### src/include/alu_defines.svh
// alu_defines.svh: register map, field positions, reset values and timing
// assumes classic wishbone with 32-bit data and byte addresses
// Function
// - 16-bit datapath doing add, subtract, shifts and bitwise logic.
// - arithmetic operands are two's complement unless stated otherwise.
// - carry, zero, negative, overflow and digit carry flags track the op.
// - on subtract, carry means no borrow and digit carry no digit borrow.
// - each operation except divide runs at byte or word width, per its size mode; divides are word only.
// - operands come from the operand registers; results go to quotient_reg and remainder_reg.
// - 17x17 multiplier: signed, unsigned and mixed-sign word products.
// - multiply a signed or unsigned word by an unsigned 5-bit literal.
// - unsigned byte by byte multiply mode.
// - signed and unsigned 32/16 and 16/16 divide.
// - quotient lands in quotient_reg, remainder in remainder_reg.
// - one iteration per divisor bit, so both divide sizes take equal time.
// - single-cycle arithmetic right or left shift by up to 15.
// - multi-bit shifts read and write working registers only.
// - shifts: arithmetic right, left and logical right by one or more.
// - every divide takes 19 cycles and can be abandoned at any cycle.
// - every multiply completes in one cycle.
// - digit carry is carry out of bit 3 (byte) or bit 7 (word).
// - overflow is set on signed add/subtract overflow or on divide overflow, and cleared otherwise by those ops.
`ifndef ALU_DEFINES_SVH
`define ALU_DEFINES_SVH
`define ALU_OFS_OPA_LO 8'h00
`define ALU_OFS_OPA_HI 8'h04
`define ALU_OFS_OPB 8'h08
`define ALU_OFS_CTRL 8'h0C
`define ALU_OFS_RES_LO 8'h10
`define ALU_OFS_RES_HI 8'h14
`define ALU_OFS_STAT 8'h18
`define ALU_CTRL_BYTE 8
`define ALU_CTRL_LIT 16
`define ALU_CTRL_ABORT 31
`define ALU_STAT_BUSY 16
`define ALU_ST_CARRY 0
`define ALU_ST_ZERO 1
`define ALU_ST_OVF 2
`define ALU_ST_NEG 3
`define ALU_ST_HALF 8
`define ALU_ST_WMASK 16'h010F
`define ALU_RST_WORD 16'h0000
`define ALU_DIV_BITS 16
`define ALU_DIV_CYCLES 19
`endif

### src/include/alu_pkg.sv
// alu_pkg.sv: types shared by the alu block
// assumes alu_defines.svh supplies every number
`default_nettype none
package alu_pkg;
    typedef enum logic [4:0] {
        op_add, op_addc, op_sub, op_subb, op_and, op_ior, op_xor,
        arith_right_shift, left_shift_op, logical_right_shift,
        op_mul_ss, op_mul_uu, op_mul_us, op_mul_sl, op_mul_ul,
        op_div_s32, op_div_u32, op_div_s16, op_div_u16
    } alu_op_t;
endpackage : alu_pkg
`default_nettype wire

### src/hw/alu_mul.sv
// alu_mul.sv: combinational 17x17 signed multiplier core
// assumes the caller picks the sign of each operand by a_sgn and b_sgn
`timescale 1ns/100ps
`default_nettype none
module alu_mul #(
    parameter int W = 16
) (
    input wire logic [W-1:0] a,
    input wire logic [W-1:0] b,
    input wire logic a_sgn,
    input wire logic b_sgn,
    output logic [2*W-1:0] prod
);
    logic signed [W:0] ea;
    logic signed [W:0] eb;
    logic signed [2*W+1:0] full;

    // the extra top bit lets every sign mix share one signed array
    assign ea = {a_sgn & a[W-1], a};
    assign eb = {b_sgn & b[W-1], b};
    assign full = ea * eb;
    assign prod = full[2*W-1:0];
endmodule : alu_mul
`default_nettype wire

### src/hw/alu_div.sv
// alu_div.sv: iterative divider, one quotient bit per cycle
// assumes start is a one-cycle pulse and operands hold for that cycle
`timescale 1ns/100ps
`default_nettype none
`include "alu_defines.svh"
module alu_div #(
    parameter int W = `ALU_DIV_BITS
) (
    input wire logic clk,
    input wire logic srst,
    input wire logic start,
    input wire logic abort,
    input wire logic sgn,
    input wire logic [2*W-1:0] dividend,
    input wire logic [W-1:0] divisor,
    output logic busy,
    output logic done,
    output logic ovf,
    output logic [W-1:0] quo,
    output logic [W-1:0] rem
);
    localparam int CW = $clog2(W + 3);
    localparam logic [CW-1:0] ITER = CW'(W);
    localparam logic [CW-1:0] FIX = CW'(W + 1);
    localparam logic [CW-1:0] LAST = CW'(W + 2);
    logic [CW-1:0] cnt;
    logic [W-1:0] pr, q, d, dm;
    logic [2*W-1:0] mag;
    logic [W:0] tr;
    logic neg_q, neg_r;

    always_comb begin
        mag = (sgn && dividend[2*W-1]) ? -dividend : dividend;
        dm = (sgn && divisor[W-1]) ? -divisor : divisor;
        tr = {pr, q[W-1]};
    end

    always_ff @(posedge clk) begin
        if (srst || abort) begin
            cnt <= '0;
            busy <= 1'b0;
            done <= 1'b0;
        end else begin
            done <= 1'b0;
            if (start && !busy) begin
                busy <= 1'b1;
                cnt <= CW'(1);
            end else if (busy) begin
                cnt <= cnt + CW'(1);
                if (cnt == LAST) begin
                    busy <= 1'b0;
                    done <= 1'b1;
                    cnt <= '0;
                end
            end
        end
    end

    always_ff @(posedge clk) begin
        if (start && !busy) begin
            pr <= mag[2*W-1:W];
            q <= mag[W-1:0];
            d <= dm;
            neg_q <= sgn & (dividend[2*W-1] ^ divisor[W-1]);
            neg_r <= sgn & dividend[2*W-1];
            ovf <= (dm == '0) || (mag[2*W-1:W] >= dm);
        end else if (busy && cnt <= ITER) begin
            if (tr >= {1'b0, d}) begin
                pr <= W'(tr - {1'b0, d});
                q <= {q[W-2:0], 1'b1};
            end else begin
                pr <= tr[W-1:0];
                q <= {q[W-2:0], 1'b0};
            end
        end else if (busy && cnt == FIX) begin
            quo <= neg_q ? -q : q;
            rem <= neg_r ? -pr : pr;
            if (neg_q ? (q > {1'b1, {(W-1){1'b0}}}) : (sgn && q[W-1])) begin
                ovf <= 1'b1;
            end
        end
    end

    div_latency_a: assert property (@(posedge clk)
        disable iff (srst || abort) start && !busy |-> ##19 done)
        else $error("divide did not finish in 19 cycles");
    div_zero_a: assert property (@(posedge clk)
        disable iff (srst || abort)
        start && !busy && divisor == '0 |-> ##19 (done && ovf))
        else $error("divide by zero not flagged");
endmodule : alu_div
`default_nettype wire

### src/hw/alu_top.sv
// alu_top.sv: 16-bit alu with multiplier, divider and barrel shifter
// reached as a classic wishbone slave, one 32-bit word per register
// assumes one 50 MHz clock and a synchronous active-high reset
//
// Local design decisions: the Wishbone slave port and the register offsets.
`timescale 1ns/100ps
`default_nettype none
`include "alu_defines.svh"
module alu_top
    import alu_pkg::*;
(
    input wire logic clk,
    input wire logic srst,
    input wire logic wb_cyc_i,
    input wire logic wb_stb_i,
    input wire logic wb_we_i,
    input wire logic [7:0] wb_adr_i,
    input wire logic [3:0] wb_sel_i,
    input wire logic [31:0] wb_dat_i,
    output logic [31:0] wb_dat_o,
    output logic wb_ack_o,
    output logic [15:0] alu_status_reg
);
    logic [31:0] dividend_reg_pair;
    logic [15:0] divisor_reg;
    logic [15:0] quotient_reg;
    logic [15:0] remainder_reg;
    alu_op_t op_code;
    logic byte_mode;
    logic [4:0] lit5;
    logic go;
    logic div_abort;
    logic req;
    logic wr_commit;
    logic ctrl_wr;
    logic [31:0] rd_mux;
    logic [15:0] opnd_a, opnd_b, bx, sx, zx, shf, val, res_lo;
    logic [15:0] mul_a, mul_b, next_status;
    logic [31:0] prod;
    logic [16:0] sum_w;
    logic [8:0] sum_b;
    logic [4:0] sum_n;
    logic [3:0] amt;
    logic cin, is_sub, is_div, wide_div, sgn_div, mul_a_sgn, mul_b_sgn;
    logic wr_hi, upd_arith, upd_nz, car, dcar, ovf, neg, zero;
    logic div_start, div_busy, div_done, div_ovf;
    logic [15:0] div_q, div_r;
    logic [31:0] div_dvd;

    function automatic logic [15:0] lane_merge(
        input logic [15:0] old,
        input logic [15:0] nw,
        input logic [1:0] sel
    );
        lane_merge = old;
        if (sel[0]) begin
            lane_merge[7:0] = nw[7:0];
        end
        if (sel[1]) begin
            lane_merge[15:8] = nw[15:8];
        end
    endfunction : lane_merge

    // bus slave: ack one cycle after the request, writes land on the ack edge
    assign req = wb_cyc_i && wb_stb_i;
    assign wr_commit = req && wb_we_i && wb_ack_o;
    assign ctrl_wr = wr_commit && (wb_adr_i == `ALU_OFS_CTRL);

    always_ff @(posedge clk) begin
        if (srst) begin
            wb_ack_o <= 1'b0;
        end else begin
            wb_ack_o <= req && !wb_ack_o;
        end
    end

    always_comb begin
        case (wb_adr_i)
            `ALU_OFS_OPA_LO: rd_mux = {16'h0000, dividend_reg_pair[15:0]};
            `ALU_OFS_OPA_HI: rd_mux = {16'h0000, dividend_reg_pair[31:16]};
            `ALU_OFS_OPB: rd_mux = {16'h0000, divisor_reg};
            `ALU_OFS_CTRL: rd_mux = {11'h000, lit5, 7'h00, byte_mode,
                3'h0, op_code};
            `ALU_OFS_RES_LO: rd_mux = {16'h0000, quotient_reg};
            `ALU_OFS_RES_HI: rd_mux = {16'h0000, remainder_reg};
            `ALU_OFS_STAT: rd_mux = {15'h0000, div_busy, alu_status_reg};
            default: rd_mux = 32'h00000000;
        endcase
    end

    always_ff @(posedge clk) begin
        if (srst) begin
            wb_dat_o <= 32'h00000000;
        end else if (req && !wb_ack_o) begin
            wb_dat_o <= rd_mux;
        end
    end

    // operand words are frozen while a divide runs
    always_ff @(posedge clk) begin
        if (srst) begin
            dividend_reg_pair <= 32'h00000000;
            divisor_reg <= `ALU_RST_WORD;
        end else if (wr_commit && !div_busy) begin
            if (wb_adr_i == `ALU_OFS_OPA_LO) begin
                dividend_reg_pair[15:0] <= lane_merge(
                    dividend_reg_pair[15:0], wb_dat_i[15:0], wb_sel_i[1:0]);
            end
            if (wb_adr_i == `ALU_OFS_OPA_HI) begin
                dividend_reg_pair[31:16] <= lane_merge(
                    dividend_reg_pair[31:16], wb_dat_i[15:0], wb_sel_i[1:0]);
            end
            if (wb_adr_i == `ALU_OFS_OPB) begin
                divisor_reg <= lane_merge(divisor_reg, wb_dat_i[15:0],
                    wb_sel_i[1:0]);
            end
        end
    end

    // a control write issues one operation; abort stops a running divide
    always_ff @(posedge clk) begin
        if (srst) begin
            op_code <= op_add;
            byte_mode <= 1'b0;
            lit5 <= 5'h00;
            go <= 1'b0;
            div_abort <= 1'b0;
        end else begin
            go <= 1'b0;
            div_abort <= ctrl_wr && wb_sel_i[3] && wb_dat_i[`ALU_CTRL_ABORT];
            if (ctrl_wr && wb_sel_i[0] && !div_busy &&
                !(wb_sel_i[3] && wb_dat_i[`ALU_CTRL_ABORT])) begin
                op_code <= alu_op_t'(wb_dat_i[4:0]);
                byte_mode <= wb_dat_i[`ALU_CTRL_BYTE];
                lit5 <= wb_dat_i[`ALU_CTRL_LIT +: 5];
                go <= 1'b1;
            end
        end
    end

    // adder: subtract adds the inverted operand, so carry reads as no borrow
    always_comb begin
        opnd_a = dividend_reg_pair[15:0];
        opnd_b = divisor_reg;
        is_sub = (op_code == op_sub) || (op_code == op_subb);
        cin = ((op_code == op_addc) || (op_code == op_subb))
            ? alu_status_reg[`ALU_ST_CARRY] : is_sub;
        bx = is_sub ? ~opnd_b : opnd_b;
        sum_w = {1'b0, opnd_a} + {1'b0, bx} + {16'h0000, cin};
        sum_b = {1'b0, opnd_a[7:0]} + {1'b0, bx[7:0]} + {8'h00, cin};
        sum_n = {1'b0, opnd_a[3:0]} + {1'b0, bx[3:0]} + {4'h0, cin};
        car = byte_mode ? sum_b[8] : sum_w[16];
        dcar = byte_mode ? sum_n[4] : sum_b[8];
        ovf = byte_mode
            ? (opnd_a[7] == bx[7]) && (sum_b[7] != opnd_a[7])
            : (opnd_a[15] == bx[15]) && (sum_w[15] != opnd_a[15]);
    end

    // barrel shifter, register operand in and register result out
    always_comb begin
        amt = opnd_b[3:0];
        sx = byte_mode ? {{8{opnd_a[7]}}, opnd_a[7:0]} : opnd_a;
        zx = byte_mode ? {8'h00, opnd_a[7:0]} : opnd_a;
        case (op_code)
            arith_right_shift: shf = 16'($signed(sx) >>> amt);
            left_shift_op: shf = zx << amt;
            default: shf = zx >> amt;
        endcase
    end

    // multiplier operand select; byte mode is unsigned only
    always_comb begin
        mul_a = byte_mode ? {8'h00, opnd_a[7:0]} : opnd_a;
        mul_b = byte_mode ? {8'h00, opnd_b[7:0]} : opnd_b;
        if ((op_code == op_mul_sl) || (op_code == op_mul_ul)) begin
            mul_b = {11'h000, lit5};
        end
        mul_a_sgn = !byte_mode &&
            ((op_code == op_mul_ss) || (op_code == op_mul_sl));
        mul_b_sgn = !byte_mode &&
            ((op_code == op_mul_ss) || (op_code == op_mul_us));
    end

    alu_mul #(
        .W(16)
    ) u_mul (
        .a(mul_a),
        .b(mul_b),
        .a_sgn(mul_a_sgn),
        .b_sgn(mul_b_sgn),
        .prod(prod)
    );

    always_comb begin
        val = opnd_a;
        wr_hi = 1'b0;
        upd_arith = 1'b0;
        upd_nz = 1'b0;
        is_div = 1'b0;
        case (op_code)
            op_add, op_addc, op_sub, op_subb: begin
                val = sum_w[15:0];
                upd_arith = 1'b1;
                upd_nz = 1'b1;
            end
            op_and: begin
                val = opnd_a & opnd_b;
                upd_nz = 1'b1;
            end
            op_ior: begin
                val = opnd_a | opnd_b;
                upd_nz = 1'b1;
            end
            op_xor: begin
                val = opnd_a ^ opnd_b;
                upd_nz = 1'b1;
            end
            arith_right_shift, left_shift_op, logical_right_shift: begin
                val = shf;
                upd_nz = 1'b1;
            end
            op_mul_ss, op_mul_uu, op_mul_us, op_mul_sl, op_mul_ul: begin
                wr_hi = 1'b1;
            end
            op_div_s32, op_div_u32, op_div_s16, op_div_u16: begin
                is_div = 1'b1;
            end
            default: begin
                val = opnd_a;
            end
        endcase
        // byte results other than products replace the low byte only
        res_lo = wr_hi ? prod[15:0]
            : (byte_mode ? {opnd_a[15:8], val[7:0]} : val);
        neg = byte_mode ? val[7] : val[15];
        zero = byte_mode ? (val[7:0] == 8'h00) : (val == 16'h0000);
        sgn_div = (op_code == op_div_s32) || (op_code == op_div_s16);
        wide_div = (op_code == op_div_s32) || (op_code == op_div_u32);
        div_dvd = wide_div ? dividend_reg_pair
            : {{16{sgn_div & opnd_a[15]}}, opnd_a};
    end

    assign div_start = go && is_div;

    alu_div #(
        .W(`ALU_DIV_BITS)
    ) u_div (
        .clk(clk),
        .srst(srst),
        .start(div_start),
        .abort(div_abort),
        .sgn(sgn_div),
        .dividend(div_dvd),
        .divisor(divisor_reg),
        .busy(div_busy),
        .done(div_done),
        .ovf(div_ovf),
        .quo(div_q),
        .rem(div_r)
    );

    always_ff @(posedge clk) begin
        if (srst) begin
            quotient_reg <= `ALU_RST_WORD;
            remainder_reg <= `ALU_RST_WORD;
        end else if (div_done) begin
            quotient_reg <= div_q;
            remainder_reg <= div_r;
        end else if (go && (upd_nz || wr_hi)) begin
            quotient_reg <= res_lo;
            if (wr_hi) begin
                remainder_reg <= prod[31:16];
            end
        end
    end

    // flag results beat a software write landing on the same edge
    always_comb begin
        next_status = alu_status_reg;
        if (wr_commit && (wb_adr_i == `ALU_OFS_STAT)) begin
            next_status = lane_merge(alu_status_reg, wb_dat_i[15:0],
                wb_sel_i[1:0]) & `ALU_ST_WMASK;
        end
        if (go && upd_arith) begin
            next_status[`ALU_ST_CARRY] = car;
            next_status[`ALU_ST_OVF] = ovf;
            next_status[`ALU_ST_HALF] = dcar;
        end
        if (go && upd_nz) begin
            next_status[`ALU_ST_NEG] = neg;
            next_status[`ALU_ST_ZERO] = zero;
        end
        if (div_done) begin
            next_status[`ALU_ST_OVF] = div_ovf;
            next_status[`ALU_ST_NEG] = div_q[15];
            next_status[`ALU_ST_ZERO] = (div_q == 16'h0000);
        end
    end

    always_ff @(posedge clk) begin
        if (srst) begin
            alu_status_reg <= `ALU_RST_WORD;
        end else begin
            alu_status_reg <= next_status;
        end
    end

    mul_word_a: assert property (@(posedge clk) disable iff (srst)
        go && !byte_mode && op_code == op_mul_uu
        |=> {remainder_reg, quotient_reg} == $past({16'h0000, opnd_a}
            * {16'h0000, opnd_b}))
        else $error("unsigned word product wrong");
    mul_signed_a: assert property (@(posedge clk) disable iff (srst)
        go && !byte_mode && op_code == op_mul_ss
        |=> $signed({remainder_reg, quotient_reg}) ==
            $past($signed({{16{opnd_a[15]}}, opnd_a})
            * $signed({{16{opnd_b[15]}}, opnd_b})))
        else $error("signed word product wrong");
    mul_lit_a: assert property (@(posedge clk) disable iff (srst)
        go && !byte_mode && op_code == op_mul_ul
        |=> {remainder_reg, quotient_reg} == $past({16'h0000, opnd_a}
            * {27'h0000000, lit5}))
        else $error("literal product wrong");
    mul_byte_a: assert property (@(posedge clk) disable iff (srst)
        go && byte_mode && op_code == op_mul_uu
        |=> quotient_reg == $past({8'h00, opnd_a[7:0]} * {8'h00, opnd_b[7:0]})
            && remainder_reg == 16'h0000)
        else $error("byte product wrong");
    add_ovf_a: assert property (@(posedge clk) disable iff (srst)
        go && !byte_mode && op_code == op_add
        |=> alu_status_reg[`ALU_ST_OVF] ==
            ($past(opnd_a[15] == opnd_b[15])
            && quotient_reg[15] != $past(opnd_a[15])))
        else $error("add overflow flag wrong");
    sub_borrow_a: assert property (@(posedge clk) disable iff (srst)
        go && !byte_mode && op_code == op_sub
        |=> alu_status_reg[`ALU_ST_CARRY] == $past(opnd_a >= opnd_b))
        else $error("subtract borrow wrong");
    digit_carry_a: assert property (@(posedge clk) disable iff (srst)
        go && byte_mode && op_code == op_add
        |=> alu_status_reg[`ALU_ST_HALF] ==
            $past(({1'b0, opnd_a[3:0]} + {1'b0, opnd_b[3:0]}) > 5'h0F))
        else $error("digit carry wrong");
    shift_asr_a: assert property (@(posedge clk) disable iff (srst)
        go && !byte_mode && op_code == arith_right_shift
        |=> quotient_reg == $past(16'($signed(opnd_a) >>> opnd_b[3:0])))
        else $error("arithmetic shift wrong");
    shift_lsr_a: assert property (@(posedge clk) disable iff (srst)
        go && !byte_mode && op_code == logical_right_shift
        |=> quotient_reg == $past(opnd_a >> opnd_b[3:0]))
        else $error("logical shift wrong");
    byte_keep_a: assert property (@(posedge clk) disable iff (srst)
        go && byte_mode && upd_nz
        |=> quotient_reg[15:8] == $past(opnd_a[15:8]))
        else $error("byte op touched high byte");
    zero_flag_a: assert property (@(posedge clk) disable iff (srst)
        go && !byte_mode && op_code == op_xor
        |=> alu_status_reg[`ALU_ST_ZERO] == $past(opnd_a == opnd_b))
        else $error("zero flag wrong");
    div_check_a: assert property (@(posedge clk) disable iff (srst)
        div_done && !div_ovf && op_code == op_div_u16
        |=> {16'h0000, quotient_reg} * $past({16'h0000, divisor_reg})
            + {16'h0000, remainder_reg}
            == $past({16'h0000, dividend_reg_pair[15:0]}))
        else $error("divide result inconsistent");
endmodule : alu_top
`default_nettype wire

### config.mk
export PLATFORM = sky130hd
export DESIGN_NAME = alu_top
export DESIGN_NICKNAME = d
export VERILOG_FILES = /design/src/include/alu_pkg.sv /design/src/hw/alu_mul.sv /design/src/hw/alu_div.sv /design/src/hw/alu_top.sv
export VERILOG_INCLUDE_DIRS = /design/src /design/src/include
export SDC_FILE = /design/constraint.sdc
export NUM_CORES = 2
export LEC_CHECK = 0
export BUFFER_PORTS_ARGS = -buffer_cell sky130_fd_sc_hd__buf_2
export CORE_ASPECT_RATIO = 0.75
export CORE_MARGIN = 2
export CORE_UTILIZATION = 64
export CTS_CLUSTER_DIAMETER = 150
export CTS_CLUSTER_SIZE = 16
export DETAILED_ROUTE_END_ITERATION = 6
export PLACE_DENSITY = 0.82
export SETUP_SLACK_MARGIN = 0.2
export SYNTH_ARGS = -nofsm -noshare
export SYNTH_HDL_FRONTEND = slang
export SYNTH_SLANG_ARGS = --single-unit
### constraint.sdc
create_clock -name clk -period 9.5 [get_ports clk]
set_input_delay 1.9 -clock clk [delete_from_list [all_inputs] [get_ports clk]]
set_output_delay 1.9 -clock clk [all_outputs]
set_load 0.01 [all_outputs]
== After elaboration in Yosys (flattened, before gate mapping) ==
Cells that the tools add are included.
Word-level totals
  flip-flop bits (word level): 221
  output and inout port bits: 49
  word-level logic and storage cells: 233
Cells by class
  add/sub/neg operators: 12
  $mul: 1
  order comparisons: 4
  eq/ne operators: 31
  shifts and indexed selects: 3
  multiplexer cells: 58
  bitwise gates (word level): 13
  reductions and logical operators: 80
Operator list (number)
  2-to-1 mux 16 bit: 20
  one-hot mux 21 bit (7 select lines): 1
  one-hot mux 16 bit (5 select lines): 1
  2-to-1 mux 32 bit: 2
  zero test 16 bit: 3
  negation 16 bit: 3
  equality test 5 x 4 -> 1 bit (second input constant): 8
  multiplier 17 x 17 -> 32 bit: 1
  negation 32 bit: 1
  one-hot mux 16 bit (2 select lines): 1
  2-to-1 mux 1 bit: 29
  logical AND 1 bit: 27
  equality test 5 bit (second input constant): 5
  equality test 8 x 5 -> 1 bit (second input constant): 3
  AND reduction 3 bit: 8
  equality test 5 x 3 -> 1 bit (second input constant): 4
  nonzero test 2 bit: 9
  adder 16 x 16 -> 17 bit: 1
  adder 17 x 1 -> 17 bit: 1
  greater-or-equal comparator 17 x 16 -> 1 bit: 1
  bitwise AND 16 bit: 1
  equality test 8 x 4 -> 1 bit (second input constant): 2
  greater-or-equal comparator 16 bit: 1
  greater-than comparator 16 bit (second input constant): 1
  37 further kinds: 68

== Logic depth before layout (Yosys ltp) ==
  depth in word-level cells: 10
  mapped depth: 29
  mapped depth without buffers: 27

== Hierarchy ==
From an unflattened synthesis, not the netlist that was laid out.
Second synthesis, totals
  cell total of the unflattened synthesis: 3237
  area total of the unflattened synthesis: 27513.9 um^2
By module, submodules not included
  alu_mul: instances 1, cells each 1196, area an instance 10677.7 um^2, sequential area each 0.0 um^2
  alu_top: instances 1, cells each 1377, area an instance 10516.3 um^2, sequential area each 2402.3 um^2
  alu_div: instances 1, cells each 664, area an instance 6319.8 um^2, sequential area each 2632.5 um^2

== Worst setup path after synthesis ==
No wires, ideal clock.
  path kind: register -> register
  start: reg op_code[2]
  end: reg remainder_reg[15]
  arrival: 7351 ps
  data required time: 9381 ps
  setup slack: 2030 ps
  cell stages (with the launch flop): 26
  path buffers: 2
  period minus slack after synthesis: 7470 ps
  cells stage by stage: dfxtp_1 buf_2 nand3b_2 nor2_1 clkbuf_1 mux2i_1 nor2_1 fa_1 inv_1 fa_1 inv_1 fa_1 fa_1 fa_1 inv_1 fa_1 inv_1 ha_1 or2_2 o31a_1 a31oi_1 nand3b_1 a21oi_1 mux2_2 a31oi_1 o21ai_1
On the way
  word-level cells in the longest chain between the ends: 8
  elaborated cells between the ends (all ways): 36
  those cells by class: mul: 1; eq/ne: 14; mux: 6; bitwise: 2; reduce/logical: 13
Ends and longest elaborated chain
  from (decl): RTL line alu_top.sv:28  | alu_op_t op_code;
  from (signal assigned): RTL line alu_top.sv:123  | op_code <= op_add;
  from (signal assigned): RTL line alu_top.sv:133  | op_code <= alu_op_t'(wb_dat_i[4:0]);
  equality test 5 x 4 -> 1 bit, on equally long branches
  logical OR 1 bit, on equally long branches: RTL line alu_top.sv:175, alu_top.sv:179, alu_top.sv:181
  2-to-1 mux 16 bit, or another cell as far along: RTL line alu_top.sv:175  | if ((op_code == op_mul_sl) || (op_code == op_mul_ul)) begin
  bitwise AND 1 bit, on equally long branches: RTL line alu_mul.sv:20, alu_mul.sv:19
  multiplier 17 x 17 -> 32 bit: RTL line alu_mul.sv:21  | assign full = ea * eb;
  2-to-1 mux 16 bit: RTL line alu_top.sv:271  | if (wr_hi) begin
  2-to-1 mux 16 bit: RTL line alu_top.sv:269  | end else if (go && (upd_nz || wr_hi)) begin
  2-to-1 mux 16 bit: RTL line alu_top.sv:266  | end else if (div_done) begin
  to (signal assigned): RTL line alu_top.sv:265  | remainder_reg <= `ALU_RST_WORD;
  to (signal assigned): RTL line alu_top.sv:268  | remainder_reg <= div_r;
  to (signal assigned): RTL line alu_top.sv:272  | remainder_reg <= prod[31:16];
  to (decl): RTL line alu_top.sv:27  | logic [15:0] remainder_reg;
Parallel ways exist; a longest one is shown, timed or not. The select of a mux whose other input is x is not followed.
A chain may end at the register's enable or synchronous reset.

== Final worst setup path ==
  start: reg op_code[0]
  end: reg remainder_reg[14]
The elaborated chain is that of the path after synthesis.

==> flow_summary.html <==
<table>
<tr><th>Metric</th><th>Value</th></tr>
<tr><th colspan="2">Run status</th></tr>
<tr><td>Status</td><td>finished with violations</td></tr>
<tr><td>Failing checks</td><td>DRC</td></tr>
<tr><th colspan="2">Clocking</th></tr>
<tr><td>CTS Root Buffer Type</td><td>sky130_fd_sc_hd__clkbuf_16</td></tr>
<tr><td>TritonCTS clock tree</td><td>built</td></tr>
<tr><td>CTS-repair resized insts</td><td>0</td></tr>
<tr><td>Clock buffers created by TritonCTS</td><td>17</td></tr>
<tr><td>Buffers inserted by post-CTS timing repair</td><td>0</td></tr>
<tr><td>Post-CTS clock slew at the launch and capture registers of the worst setup and hold paths</td><td>0.09 ns</td></tr>
<tr><td>CTS sink cnt</td><td>210</td></tr>
<tr><td>Clock insertion delay at the later pin of the skew report</td><td>~0.53 ns</td></tr>
<tr><td>Max clock buf depth</td><td>3</td></tr>
<tr><td>Hold-fix buffers, CTS</td><td>0</td></tr>
<tr><td># H-tree levels</td><td>1</td></tr>
<tr><th colspan="2">Power</th></tr>
<tr><td>Part of the power in the clock network</td><td>41.6%</td></tr>
<tr><td>Sw Share</td><td>23.0%</td></tr>
<tr><td>Combinational fraction of design power</td><td>2.2%</td></tr>
<tr><td>Worst vdd ir</td><td>roughly 140 µV</td></tr>
<tr><td>Leakage Power</td><td>between 10 and 15 nW</td></tr>
<tr><td>Relative contribution of sequential cells to total power</td><td>approximately 56%</td></tr>
<tr><td>P_sw</td><td>roughly 380 µW</td></tr>
<tr><td>Pwr per Cell Area</td><td>roughly 60 nW/µm²</td></tr>
<tr><td>Total chip power</td><td>between 1.5 and 2 mW</td></tr>
<tr><td>Pint</td><td>1.27 mW</td></tr>
<tr><th colspan="2">Worst setup path</th></tr>
<tr><td>Worst setup path start</td><td>op_code[0]</td></tr>
<tr><td>Crit path buffers/inverters</td><td>3</td></tr>
<tr><td>Worst reg2reg path endpoint</td><td>remainder_reg[14]</td></tr>
<tr><td>Largest delay contributor family on the critical path</td><td>adder cells</td></tr>
<tr><td>CP max FO</td><td>11</td></tr>
<tr><td>Startpoint of the worst-slack reg-to-reg timing path</td><td>op_code[0]</td></tr>
<tr><td>Cell depth of the worst setup path</td><td>22</td></tr>
<tr><td>Path depth of the worst reg2reg path</td><td>22</td></tr>
<tr><td>Ordered list of cells on the worst path</td><td>xnor2_4 &gt; nor2_2 &gt; mux2i_1 &gt; nor2_1 &gt; fa_1 &gt; fa_1 &gt; fa_1 &gt; fa_1 &gt; fa_1 &gt; inv_1 &gt; fa_1 &gt; inv_1 &gt; ha_1 &gt; nand4_1 &gt; inv_1 &gt; o211ai_1 &gt; a211oi_1 &gt; nor2_1 &gt; o21ai_1 &gt; a221oi_1 &gt; o31a_1 &gt; a221oi_1</td></tr>
<tr><td>Critical path launch point type</td><td>register</td></tr>
<tr><td>Required time of the worst setup path</td><td>around 9.9 ns</td></tr>
<tr><td>Timing endpoint of the critical path</td><td>remainder_reg[14]</td></tr>
<tr><td>Critical path's most frequent cell</td><td>sky130_fd_sc_hd__fa_1</td></tr>
<tr><td>Arrival time worst endpoint</td><td>9.46 ns</td></tr>
<tr><td>Setup slack on the worst flop-to-flop path</td><td>a little under 0.5 ns</td></tr>
<tr><td>Crit path largest cell delay</td><td>0.81 ns</td></tr>
<tr><td>Class of the most critical setup path</td><td>register to register</td></tr>
<tr><td>CP endpoint kind</td><td>register</td></tr>
<tr><td>Standard cell with the maximum stage delay on the critical path</td><td>sky130_fd_sc_hd__fa_1</td></tr>
<tr><th colspan="2">Logic synthesis</th></tr>
<tr><td>Total of flip-flops plus latches after synthesis</td><td>210</td></tr>
<tr><td>Cell types occupying the most area after synthesis</td><td>sky130_fd_sc_hd__fa_1 (21%), sky130_fd_sc_hd__dfxtp_1 (9.5%), sky130_fd_sc_hd__edfxtp_1 (9.3%), sky130_fd_sc_hd__ha_1 (7.9%), sky130_fd_sc_hd__inv_1 (5.9%)</td></tr>
<tr><td>Top cells by count, synth</td><td>sky130_fd_sc_hd__inv_1 (423), sky130_fd_sc_hd__nand2_1 (361), sky130_fd_sc_hd__nor2_1 (353), sky130_fd_sc_hd__fa_1 (285), sky130_fd_sc_hd__ha_1 (170)</td></tr>
<tr><td>Cell type with the highest aggregate area in the netlist</td><td>sky130_fd_sc_hd__fa_1</td></tr>
<tr><td>Total number of yosys warnings</td><td>0</td></tr>
<tr><td>Area fraction of the dominant cell type after synthesis</td><td>a little over a fifth</td></tr>
<tr><td>Number of instances in the synthesized netlist</td><td>3223</td></tr>
<tr><td>Post-synth top flop</td><td>sky130_fd_sc_hd__dfxtp_1</td></tr>
<tr><td>Post-synthesis cell type count</td><td>100</td></tr>
<tr><td>Ys async rst share</td><td>0%</td></tr>
<tr><td>Fraction of the yosys area taken by sequential cells</td><td>18.8%</td></tr>
<tr><td>Total standard cell area after synthesis</td><td>between 20000 and 30000 µm²</td></tr>
<tr><td>Mean Syn Cell Area</td><td>about 8.3 µm²</td></tr>
<tr><td>Library cell with the highest instance count after synthesis</td><td>sky130_fd_sc_hd__inv_1</td></tr>
<tr><td>Count of flip-flops with a built-in enable after synthesis</td><td>a little over 80</td></tr>
<tr><th colspan="2">Floorplanning</th></tr>
<tr><td>Starting utilization of the core area</td><td>about 65%</td></tr>
<tr><td>Die height</td><td>between 150 and 200 µm</td></tr>
<tr><td>Standard cell core area</td><td>around 41000 µm²</td></tr>
<tr><td>Horizontal die dimension</td><td>about 240 µm</td></tr>
<tr><td>Number of top-level pins</td><td>98</td></tr>
<tr><td>Die Outline Area</td><td>43600 µm²</td></tr>
<tr><td>Number of placement rows</td><td>64</td></tr>
<tr><th colspan="2">Global route</th></tr>
<tr><td>Global-route congestion overflow total</td><td>0</td></tr>
<tr><td>GRT Overall Usage</td><td>around half</td></tr>
<tr><td>Global-route wire length before repair</td><td>about 160000 µm</td></tr>
<tr><td>Pin count of the biggest net entering global routing</td><td>roughly 90</td></tr>
<tr><td>Number of antenna violations at the first check in global routing</td><td>4</td></tr>
<tr><td>Vias in the first global route</td><td>between 20000 and 30000</td></tr>
<tr><th colspan="2">Routing</th></tr>
<tr><td>Count of nets left with antenna violations after detail routing</td><td>0</td></tr>
<tr><td>Routed len/inst</td><td>roughly 27 µm</td></tr>
<tr><td>Iteration-0 DRC count of the detailed router</td><td>between 4000 and 5000</td></tr>
<tr><td>Via count</td><td>25700</td></tr>
<tr><td>Wire length after detailed routing</td><td>around 100000 µm</td></tr>
<tr><td>Final routed DRC violation total</td><td>90</td></tr>
<tr><td>1st-pass router iterations</td><td>7</td></tr>
<tr><td>Vias per Instance</td><td>a little under 7</td></tr>
<tr><th colspan="2">STA</th></tr>
<tr><td>Final worst hold slack</td><td>0.462 ns</td></tr>
<tr><td>Slew Limit Fails</td><td>0</td></tr>
<tr><td>Worst slew margin</td><td>approximately an eighth</td></tr>
<tr><td>Slew at the pin closest to its max-slew limit</td><td>1.32 ns</td></tr>
<tr><td>Period utilization</td><td>a little over nine tenths</td></tr>
<tr><td>Post-route clock skew</td><td>0.0288 ns</td></tr>
<tr><td>Max Freq</td><td>between 100 and 150 MHz</td></tr>
<tr><td>RSZ-0062 raised after global routing</td><td>false</td></tr>
<tr><td>Final period demand of the worst path</td><td>~9 ns</td></tr>
<tr><td>Post-route setup TNS</td><td>0 ns</td></tr>
<tr><td>Total of endpoints with negative setup slack in the final report</td><td>0</td></tr>
<tr><td>Final hold viol count</td><td>0</td></tr>
<tr><th colspan="2">Final layout</th></tr>
<tr><td>Flip-flop count of the largest register, all copies and words added</td><td>32</td></tr>
<tr><td>Fraction of final layout cells with drive strength greater than 1</td><td>under 10%</td></tr>
<tr><td>Area growth from synthesis to layout</td><td>5.32%</td></tr>
<tr><td>Number of nets in the layout</td><td>roughly 3700</td></tr>
<tr><td>Registers with the most flip-flops</td><td>dividend_reg_pair (32), wb_dat_o (21)</td></tr>
<tr><td>Number of filler instances in the final layout</td><td>3318</td></tr>
<tr><td>Top register by number of flip-flops</td><td>dividend_reg_pair</td></tr>
<tr><th colspan="2">Placed design</th></tr>
<tr><td>GP Congestion</td><td>about 1.1</td></tr>
<tr><td>Number of buffers inserted by port buffering</td><td>64</td></tr>
<tr><td>HPWL after detailed placement</td><td>roughly 79000 µm</td></tr>
<tr><th colspan="2">Worst hold path</th></tr>
<tr><td>Hold WC Path Type</td><td>register to register</td></tr>
<tr><th colspan="2">Flow run</th></tr>
<tr><td>Reported max-cap violation count</td><td>0</td></tr>
</table>
==> kinds of logic (layout without fill, tap and decap cells) <==
| family | Yosys count | count (layout) | share of synthesized area (%) |
|---|---|---|---|
| AOI/OAI and AO/OA | 620 | 620 | 15.6 |
| xor gates and xnor gates | 142 | 142 | 4.73 |
| adders and majority gates | 455 | 455 | 29.2 |
| buffers and inverters | 645 | 620 | 9.46 |
| DFF | 210 | 210 | 18.8 |
| muxes | 85 | 85 | 4.50 |
| other | 1 | 25 | 0.0140 |
| and+or+nand+nor | 1065 | 1065 | 17.7 |
==> cell type report <==
| class | instances | area, µm² | share of cell area, % |
|---|---|---|---|
| Tap cell | 561 | 702 | 2.48 |
| Clock buffer | 24 | 452 | 1.60 |
| Timing Repair Buffer | 155 | 1010 | 3.56 |
| Inverter | 439 | 1650 | 5.83 |
| Sequential cell | 210 | 5040 | 17.8 |
| Antenna cell | 3 | 7.51 | 0.0265 |
| Clock inverter | 2 | 25.0 | 0.0885 |
| Multi-Input combinational cell | 2389 | 19400 | 68.6 |
==> cell usage in the layout (no fill, tap or decap), types with 16 or more instances in the layout <==
cell type / instances
sky130_fd_sc_hd__a211oi_1: 34
sky130_fd_sc_hd__a21o_1: 25
sky130_fd_sc_hd__a21oi_1: 163
sky130_fd_sc_hd__a222oi_1: 18
sky130_fd_sc_hd__a22oi_1: 50
sky130_fd_sc_hd__a31oi_1: 19
sky130_fd_sc_hd__and3_1: 22
sky130_fd_sc_hd__buf_2: 63
sky130_fd_sc_hd__buf_4: 92
sky130_fd_sc_hd__clkbuf_16: 17
sky130_fd_sc_hd__conb_1: 22
sky130_fd_sc_hd__dfxtp_1: 124
sky130_fd_sc_hd__edfxtp_1: 83
sky130_fd_sc_hd__fa_1: 285
sky130_fd_sc_hd__ha_1: 170
sky130_fd_sc_hd__inv_1: 423
sky130_fd_sc_hd__mux2i_1: 52
sky130_fd_sc_hd__mux4_2: 28
sky130_fd_sc_hd__nand2_1: 361
sky130_fd_sc_hd__nand2b_1: 31
sky130_fd_sc_hd__nand3_1: 80
sky130_fd_sc_hd__nand4_1: 16
sky130_fd_sc_hd__nor2_1: 352
sky130_fd_sc_hd__nor2b_1: 20
sky130_fd_sc_hd__nor3_1: 79
sky130_fd_sc_hd__o211ai_1: 24
sky130_fd_sc_hd__o21a_1: 17
sky130_fd_sc_hd__o21ai_0: 83
sky130_fd_sc_hd__o21ai_1: 23
sky130_fd_sc_hd__o31ai_1: 25
sky130_fd_sc_hd__or3_1: 23
sky130_fd_sc_hd__xnor2_1: 114
sky130_fd_sc_hd__xor2_1: 26
==> how the worst min path moves through the flow <==
stage | start | endpoint | slack [ns] | cells past startpoint
final | quotient_reg[3] | quotient_reg[3] | 0.46 | 2
after global routing | quotient_reg[5] | quotient_reg[5] | 0.49 | 2
after CTS | quotient_reg[3] | quotient_reg[3] | 0.46 | 2
after detailed placement | quotient_reg[3] | quotient_reg[3] | 0.45 | 2
after global placement | wb_dat_o[20] | wb_dat_o[20] | 0.44 | 2
after floorplan | div_abort | u_div.done | 0.42 | 1
==> worst register-to-register path, stage by stage, from the launching register on <==
cell	delay (ns)
sky130_fd_sc_hd__dfxtp_1	0.69
sky130_fd_sc_hd__xnor2_4	0.19
sky130_fd_sc_hd__nor2_2	0.66
sky130_fd_sc_hd__mux2i_1	0.80
sky130_fd_sc_hd__nor2_1	0.28
sky130_fd_sc_hd__fa_1	0.81
sky130_fd_sc_hd__fa_1	0.48
sky130_fd_sc_hd__fa_1	0.55
sky130_fd_sc_hd__fa_1	0.45
sky130_fd_sc_hd__fa_1	0.56
sky130_fd_sc_hd__inv_1	0.06
sky130_fd_sc_hd__fa_1	0.56
sky130_fd_sc_hd__inv_1	0.06
sky130_fd_sc_hd__ha_1	0.40
sky130_fd_sc_hd__nand4_1	0.19
sky130_fd_sc_hd__inv_1	0.19
sky130_fd_sc_hd__o211ai_1	0.15
sky130_fd_sc_hd__a211oi_1	0.42
sky130_fd_sc_hd__nor2_1	0.26
sky130_fd_sc_hd__o21ai_1	0.37
sky130_fd_sc_hd__a221oi_1	0.23
sky130_fd_sc_hd__o31a_1	0.32
sky130_fd_sc_hd__a221oi_1	0.26
==> per-layer routing <==
metal | vias up | GRT usage (%) | share of wire (%)
li1 | 10800 | - | -
met4 | 0 | 23.8 | 6.5
met2 | 2123 | 65.6 | 39
met1 | 12400 | 66.6 | 37
met5 | - | 0 | 0
met3 | 435 | 18.9 | 17
==> through the flow <==
stage | std cells | area, µm² | setup WS [ns] | util (%)
after detailed placement | 3754 | 27800 | 0.984 | 67.7
final | 3783 | 28300 | 0.480 | 68.8
after global routing | 3780 | 28300 | 0.262 | 68.8
after floorplan | 3244 | 26900 | 2.03 | -
after global placement | 3754 | 27800 | 1.10 | 67.7
after CTS | 3780 | 28300 | 0.935 | 68.8
==> power groups by stage <==
stage / Clock (mW) / Sequential [mW] / Combinational, mW
after global routing: 0.715 / 0.928 / 0.0385
after global placement: 0 / 0.949 / 0.0336
after floorplan: 0 / 0.949 / 0.0232
final: 0.688 / 0.928 / 0.0371
after CTS: 0.678 / 0.928 / 0.0346
after detailed placement: 0 / 0.949 / 0.0344
No activity file was read; power rests on OpenSTA's default activity.
